### config.mk
export PLATFORM = sky130hd
export DESIGN_NAME = selftest_dispatch
export DESIGN_NICKNAME = d
export VERILOG_FILES = /design/src/verilog/selftest_dispatch_pkg.sv /design/src/verilog/selftest_dispatch.sv
export SDC_FILE = /design/constraint.sdc
export NUM_CORES = 1
export LEC_CHECK = 0
export BUFFER_PORTS_ARGS = -buffer_cell sky130_fd_sc_hd__buf_2
export CORE_MARGIN = 4
export CORE_UTILIZATION = 53
export DETAILED_ROUTE_END_ITERATION = 16
export MAX_ROUTING_LAYER = met4
export PLACE_DENSITY = 0.82
export SLEW_MARGIN = 20
export SYNTH_ARGS = -nofsm -noshare
export SYNTH_HDL_FRONTEND = slang
export SYNTH_SLANG_ARGS = --single-unit
### constraint.sdc
create_clock -name sys_clk -period 2.95 [get_ports sys_clk]
set_input_delay 0.1475 -clock sys_clk [delete_from_list [all_inputs] [get_ports sys_clk]]
set_output_delay 0.1475 -clock sys_clk [all_outputs]
set_load 0.01 [all_outputs]
### src/verilog/selftest_dispatch_pkg.sv
// shared types and constants for the memory self-test dispatch block
package selftest_dispatch_pkg;

    localparam int ENABLE_WIDTH  = 16;
    localparam int XADDR_WIDTH   = 11;
    localparam int YADDR_WIDTH   = 12;
    localparam int DATA_WIDTH    = 64;
    localparam int INDEX_WIDTH   = 17;
    localparam int PATTERN_WIDTH = 4;
    localparam int LOG_WIDTH     = PATTERN_WIDTH + INDEX_WIDTH + DATA_WIDTH;
    localparam int RESULT_WIDTH  = 3;
    localparam int FAIL_FLAG_BIT = 2;
    localparam int SHIFT_BIT     = 0;

    // array enable positions
    localparam int ITCM_BIT = 8;
    localparam int DTCM_BIT = 9;

    // out-of-bounds limits from the configured tcm size
    localparam logic [YADDR_WIDTH-1:0] TCM_Y_LIMIT = 12'h1ff;
    localparam logic [XADDR_WIDTH-1:0] TCM_X_LIMIT = 11'h0ff;

    // serial shift divider while the datalog is unloaded
    localparam int                    SHIFT_DIV_BITS  = 2;
    localparam logic [SHIFT_DIV_BITS-1:0] SHIFT_DIV_LAST = 2'h3;

    localparam logic [LOG_WIDTH-1:0]    LOG_RESET    = '0;
    localparam logic [ENABLE_WIDTH-1:0] ENABLE_RESET = '0;

    typedef enum logic [1:0] {
        ST_RUN,
        ST_WAIT,
        ST_FAIL_HOLD
    } stall_state_t;

    typedef struct packed {
        logic                     valid;
        logic                     is_read;
        logic [XADDR_WIDTH-1:0]   xaddr;
        logic [YADDR_WIDTH-1:0]   yaddr;
        logic [PATTERN_WIDTH-1:0] pattern;
    } test_op_t;

    typedef struct packed {
        logic [PATTERN_WIDTH-1:0] expected_pattern;
        logic [INDEX_WIDTH-1:0]   failing_index;
        logic [DATA_WIDTH-1:0]    failing_bit_mask;
    } datalog_t;

    typedef struct packed {
        stall_state_t              state;
        logic                      logged;
        datalog_t                  log;
        logic [1:0]                logged_array_select;
        logic [ENABLE_WIDTH-1:0]   fail_flags;
        logic                      fail_out;
        logic                      serial_out;
        logic [SHIFT_DIV_BITS-1:0] div;
        logic                      shift_seen;
        logic                      released;
        test_op_t                  pend;
    } dispatch_state_t;

endpackage

### src/verilog/selftest_dispatch.sv
// memory self-test dispatch with datalog capture, bitmap stall and address scramble
//
// How it works
// - any mix of array enables accepted
// - itcm and dtcm units may run together
// - out-of-bounds addresses gate the chip select
// - datalog captured at first miscompare only
// - datalog shifts out on serial bit zero
// - bitmap mode stalls controller on every read
// - passing bitmap read releases the controller
// - failing bitmap read raises fail flag bit two
// - bitmap failure stalls until datalog unloaded
// - shift strobe divides the test clock enable
// - strobe release clears datalog and releases controller
// - mask holds failing bits; pattern replicates expected
// - logged select is the driven chip select
// - bounds limits follow configured memory size
// - column bit zero becomes xor of bits
// - instruction completion clears per-array fail flags
// - log order: pattern, index, difference mask
`timescale 1ns/1ns
module selftest_dispatch
    import selftest_dispatch_pkg::*;
(
    input  wire logic                     sys_clk,
    input  wire logic                     resetn,
    input  wire logic [ENABLE_WIDTH-1:0]  test_instruction_enables,
    input  wire logic                     bitmap_mode,
    input  wire logic                     instruction_done,
    input  wire test_op_t                 test_op,
    input  wire logic [DATA_WIDTH-1:0]    itcm_read_data,
    input  wire logic [DATA_WIDTH-1:0]    dtcm_read_data,
    input  wire logic                     datalog_shift_strobe,
    input  wire logic                     test_clock_enable,
    output logic                          controller_stall,
    output logic                          shift_clock_enable,
    output logic [RESULT_WIDTH-1:0]       test_result_out,
    output logic                          test_serial_out_port,
    output logic [ENABLE_WIDTH-1:0]       array_fail_flags,
    output logic                          itcm_chip_select,
    output logic                          dtcm_chip_select,
    output logic [INDEX_WIDTH-1:0]        itcm_address,
    output logic [INDEX_WIDTH-1:0]        dtcm_address
);

    dispatch_state_t s_q;
    dispatch_state_t s_d;

    function automatic logic [YADDR_WIDTH-1:0] scramble_y(
        input logic [YADDR_WIDTH-1:0] y
    );
        logic [YADDR_WIDTH-1:0] r;
        r    = y;
        r[0] = y[1] ^ y[0];
        return r;
    endfunction

    function automatic logic out_of_bounds(
        input logic [YADDR_WIDTH-1:0] y,
        input logic [XADDR_WIDTH-1:0] x
    );
        return (y > TCM_Y_LIMIT) || (x > TCM_X_LIMIT);
    endfunction

    function automatic logic [INDEX_WIDTH-1:0] tcm_index(
        input logic [YADDR_WIDTH-1:0] y,
        input logic [XADDR_WIDTH-1:0] x
    );
        return {y[8:3], x[7:0], y[2:0]};
    endfunction

    logic [YADDR_WIDTH-1:0]  y_scr;
    logic                    outside;
    logic [1:0]              cs_vec;
    logic [YADDR_WIDTH-1:0]  pend_y;
    logic [DATA_WIDTH-1:0]   expect_word;
    logic [DATA_WIDTH-1:0]   read_word;
    logic [DATA_WIDTH-1:0]   diff;
    logic                    compare_now;
    logic                    miscompare;
    logic                    shifting;
    logic                    issue_wait;

    // both tcm units decode the same op; any enable mix is taken
    assign y_scr   = scramble_y(test_op.yaddr);
    assign outside = out_of_bounds(y_scr, test_op.xaddr);
    assign cs_vec[0] = test_op.valid & test_instruction_enables[ITCM_BIT] & ~outside;
    assign cs_vec[1] = test_op.valid & test_instruction_enables[DTCM_BIT] & ~outside;
    // a stalled bitmap read is issued once from the wait state
    assign issue_wait = (s_q.state == ST_WAIT) & ~s_q.pend.valid;
    assign itcm_chip_select = cs_vec[0] & ((~controller_stall & ~s_q.released) | issue_wait);
    assign dtcm_chip_select = cs_vec[1] & ((~controller_stall & ~s_q.released) | issue_wait);
    assign itcm_address = tcm_index(y_scr, test_op.xaddr);
    assign dtcm_address = tcm_index(y_scr, test_op.xaddr);

    // compare one cycle after the read is issued
    assign pend_y      = scramble_y(s_q.pend.yaddr);
    assign expect_word = {(DATA_WIDTH/PATTERN_WIDTH){s_q.pend.pattern}};
    assign read_word   = (s_q.logged_array_select[1] ? dtcm_read_data : '0)
                       | (s_q.logged_array_select[0] ? itcm_read_data : '0);
    assign diff        = read_word ^ expect_word;
    assign compare_now = s_q.pend.valid & s_q.pend.is_read & (|s_q.logged_array_select);
    assign miscompare  = compare_now & (|diff);
    assign shifting    = datalog_shift_strobe & test_clock_enable & (s_q.div == SHIFT_DIV_LAST);

    // stall while a bitmap read is unresolved or a failure is held
    assign controller_stall = (s_q.state != ST_RUN)
                            | (bitmap_mode & test_op.valid & test_op.is_read
                               & ~s_q.released);
    assign shift_clock_enable = datalog_shift_strobe ? shifting : test_clock_enable;
    assign test_result_out = {s_q.fail_out, 1'b0, s_q.serial_out};
    assign test_serial_out_port = s_q.serial_out;
    assign array_fail_flags = s_q.fail_flags;

    always_comb
    begin
        s_d = s_q;
        s_d.pend = test_op;
        s_d.released = 1'b0;
        // a released read was already compared; do not issue it again
        s_d.pend.valid = test_op.valid & ~controller_stall & ~s_q.released;
        if (test_op.valid && !controller_stall && !s_q.released)
        begin
            s_d.logged_array_select = cs_vec;
        end
        // a failure in the completion cycle survives the clear
        if (instruction_done)
        begin
            s_d.fail_flags = ENABLE_RESET;
        end
        if (miscompare)
        begin
            s_d.fail_flags[ITCM_BIT] = s_d.fail_flags[ITCM_BIT] | s_q.logged_array_select[0];
            s_d.fail_flags[DTCM_BIT] = s_d.fail_flags[DTCM_BIT] | s_q.logged_array_select[1];
            if (!s_q.logged)
            begin
                s_d.logged = 1'b1;
                s_d.log.expected_pattern = s_q.pend.pattern;
                s_d.log.failing_index    = tcm_index(pend_y, s_q.pend.xaddr);
                s_d.log.failing_bit_mask = diff;
                s_d.serial_out = diff[0];
            end
            if (bitmap_mode)
            begin
                s_d.fail_out = 1'b1;
            end
        end
        if (datalog_shift_strobe)
        begin
            if (test_clock_enable)
            begin
                s_d.div = s_q.div + 1'b1;
            end
            s_d.shift_seen = 1'b1;
        end
        if (shifting)
        begin
            s_d.log = datalog_t'({1'b0, s_q.log[LOG_WIDTH-1:1]});
            s_d.serial_out = s_q.log[1];
        end
        unique case (s_q.state)
            ST_RUN:
            begin
                if (bitmap_mode && test_op.valid && test_op.is_read && !s_q.released)
                begin
                    s_d.state = ST_WAIT;
                end
            end
            ST_WAIT:
            begin
                s_d.pend.valid = 1'b0;
                if (s_q.pend.valid)
                begin
                    s_d.state = miscompare ? ST_FAIL_HOLD : ST_RUN;
                    s_d.released = ~miscompare;
                end
                else
                begin
                    s_d.pend = s_q.pend;
                    s_d.pend.valid = 1'b1;
                    s_d.logged_array_select = cs_vec;
                end
            end
            ST_FAIL_HOLD:
            begin
                s_d.pend.valid = 1'b0;
            end
        endcase
        if (s_q.shift_seen && !datalog_shift_strobe)
        begin
            s_d.log        = LOG_RESET;
            s_d.logged     = 1'b0;
            s_d.fail_out   = 1'b0;
            s_d.serial_out = 1'b0;
            s_d.div        = '0;
            s_d.shift_seen = 1'b0;
            s_d.state      = ST_RUN;
        end
    end

    always_ff @(posedge sys_clk or negedge resetn)
    begin
        if (!resetn)
        begin
            s_q <= '{state: ST_RUN, log: LOG_RESET, fail_flags: ENABLE_RESET,
                     pend: '0, div: '0, logged_array_select: 2'h0, default: 1'b0};
        end
        else
        begin
            s_q <= s_d;
        end
    end

endmodule

==> impl_metrics.tcl <==
set metrics [dict create \
    core_um2 14480 \
    power_leakage_nw 4.596 \
    start_util_pct 53.85 \
    synth_top_area_cell "dfrtp_1" \
    gr-total-overflow 0 \
    cts_sinks 120 \
    startpoint_type "flip-flop" \
    worst_hold_path_type "input port to flip-flop" \
    first_iter_violations 496 \
    tightest_slew_ns 0.9514 \
    pin_count 237 \
    wirelength_mm 21.47 \
    grt_usage_pct 26.17 \
    dp_cells 1139 \
    finClkSkew_ns 0.008961 \
    cts_tree "built" \
    die_h_um 129.3 \
    clkSlewWorstSetupHoldPaths_ns 0.06 \
    drtAntennaViolNets 0 \
    final-hold-violation-count 0 \
    hpwl_mm 14.46 \
    syn-cell-area_um2 7796 \
    grt_pass1_wl_mm 33.09 \
    avgSynthCellArea_um2 9.673 \
    ys_top_cells_by_area "dfrtp_1 39%, mux2_4 12%, nand2_1 8.3%" \
    status "finished with violations" \
    ctsLongestPathBuffers 2 \
    path_buf_inv 4 \
    maxSlewViolCount 0 \
    num-nets-final 1183 \
    antenna_found_initial 3 \
    grt_max_degree 87 \
    synth_ff_type "dfrtp_1" \
    worst_slack_ns -0.06590 \
    synth-seq-area-share_pct 38.52 \
    setup_viol 84 \
    synth_commonest_cells "173 x nand2_1, 120 x dfrtp_1, 83 x a21oi_1, 65 x xnor2_1, 61 x a22oi_1" \
    worst_ir_drop_vdd_mv 0.5057 \
    cp.required_ns 3.25 \
    critPathTopFamily "simple AND/OR/NAND/NOR gates" \
    synthArstFlopShare_pct 100.0 \
    violations "setup timing" \
    synthDistinctLibCells 38 \
    power.density_nw_per_um2 834.9 \
    max_freq_mhz 331.6 \
    syn_inst 806 \
    cts_root_buffer "clkbuf_16" \
    numCtsBuffers 17 \
    first_pass_iters 5 \
    h-tree-depth 4 \
    vias 6704 \
    wl_per_cell_um 17.89 \
    area_growth_pct 26.67 \
    grt_pass1_vias 6600 \
    yosys_warnings 0 \
    period_needed_ns 3.016 \
    instances_no_fill 1200 \
    slew_headroom_pct 36.58 \
    arrival_ns 3.32 \
    drive_above_1_share_pct 40.47 \
    worstSkewPairLatency_ns 0.43 \
    synth.top_cell.area_share_pct 38.52 \
    worstPathCellList "buf_4 > a22oi_1 > xnor2_1 > nor4_1 > buf_4 > nand4_1 > nor4_4 > buf_4 > o21ai_4 > buf_12 > mux2_4" \
    synth_most_common_cell "nand2_1" \
    post-route-period-util_pct 102.2 \
    endpoint_kind "flip-flop" \
    critPathMaxFanout 23 \
    std_cell_rows 44 \
    cpMaxStageDelayCell "dfrtp_2" \
    numPortBuffers 207 \
    synth_edf_count 0 \
    vias_per_cell 5.587 \
    routabilityCongestion 0.9086 \
    cpPeakStageDelay_ns 0.48 \
    cap_violations 0 \
    finish.utilization_pct 68.21 \
    drcViolationCount 0 \
    crit_top_cell "buf_4" \
    die-area_um2 16710 \
    worst-setup-path-type "flip-flop to flip-flop" \
    ys_seq_elements 120 \
    rsz0062_at_grt "yes" \
    die-width_um 129.3 \
]
[cell type report]
| class | instances | area [µm²] |
|---|---|---|
| Sequential cell | 120 | 3007 |
| Clock inverter | 12 | 244.0 |
| Tap cell | 184 | 230.2 |
| Fill cell | 1077 | 4603 |
| Inverter | 6 | 22.52 |
| Antenna cell | 3 | 7.507 |
| Clock buffer | 20 | 466.7 |
| Multi-Input combinational cell | 578 | 4164 |
| Timing Repair Buffer | 277 | 1734 |
[per-layer routing]
metal / track usage, % / share of wire [%]
met5: - / 0
met4: 12.11 / 3.7
met1: 30.60 / 39
met2: 43.45 / 50
met3: 5.276 / 7.1
[path summary, 6_finish.rpt]
| kind | start | to | slack, ns | cells past startpoint |
|---|---|---|---|---|
| max in group asynchronous | resetn | expect_word[0] | 1.79 | 3 |
| min in group asynchronous | resetn | s_q[75] | 0.36 | 2 |
| hold / removal | test_op[5] | pend_y[1] | 0.01 | 2 |
| hold reg to reg | test_result_out[2] | test_result_out[2] | 0.48 | 2 |
| setup / recovery | s_q[51] | s_q[79] | -0.07 | 11 |
| setup reg to reg | s_q[51] | s_q[79] | -0.07 | 11 |
[through the flow]
stage | hold slack [ns] | area, µm² | setup slack (ns) | power (mW) | setup TNS [ns]
floorplan | -0.1481 | 7849 | 0.4315 | 4.810 | 0
global placement | 0.2481 | 8835 | -0.07787 | 5.522 | -2.054
detailed placement | 0.2559 | 8835 | -0.08933 | 5.630 | -1.800
CTS | 0.003117 | 9813 | -0.001269 | 8.204 | -0.002109
global route | 0.02985 | 9876 | -0.1976 | 8.654 | -14.62
finish | 0.009695 | 9876 | -0.06590 | 8.245 | -3.219
[state kept, by name, summed over array words and instances, names as in the netlist]
signal,cells
expect_word,4
pend_y,8
test_result_out,1
s_q,105
array_fail_flags,2
[cell families (layout without fill, tap and decap cells)]
| family | after synthesis | count (layout) | synth area share, % |
|---|---|---|---|
| other | 1 | 18 | 0.04810 |
| xor gates and xnor gates | 66 | 66 | 7.415 |
| and+or+nand+nor | 220 | 220 | 11.88 |
| buffers and inverters | 122 | 315 | 9.758 |
| muxes | 106 | 106 | 18.20 |
| DFF | 120 | 120 | 38.52 |
| AOI/OAI and AO/OA | 167 | 167 | 13.55 |
| adders and majority gates | 4 | 4 | 0.6420 |
[what timing repair did]
item,4_1_cts,5_1_grt
endpoints found under the hold margin,76,0
endpoints found under the setup margin,82,84
setup buffers,2,0
gates cloned,0,1
pin swaps,2,3
gates resized for setup,5,6
hold buffers,23,0
[power by group]
part / internal [mW] / total [mW] / switching (mW)
Clock: 1.73 / 2.50 / 0.767
Combinational: 1.60 / 2.95 / 1.34
Sequential: 2.33 / 2.80 / 0.461
Total: 5.67 / 8.24 / 2.57
[placed cells by master (no fill, tap or decap), drive strengths merged, types with 2 or more instances in the layout]
cell type / count
nor2: 11
xnor2: 65
o21ai: 4
nand2: 173
buf: 253
clkinv: 3
a22oi: 64
a211oi: 3
conb: 15
nor2b: 3
inv: 6
bufinv: 7
and3: 2
nand3: 4
dfrtp: 120
or2: 2
a22o: 4
mux2: 106
ha: 4
o211ai: 2
clkbuf: 21
a21oi: 83
dlygate4sd3: 23
a21o: 2
clkinvlp: 2
nand4: 6
nor4: 18
diode: 3
Power figures use the tool's default switching activity.
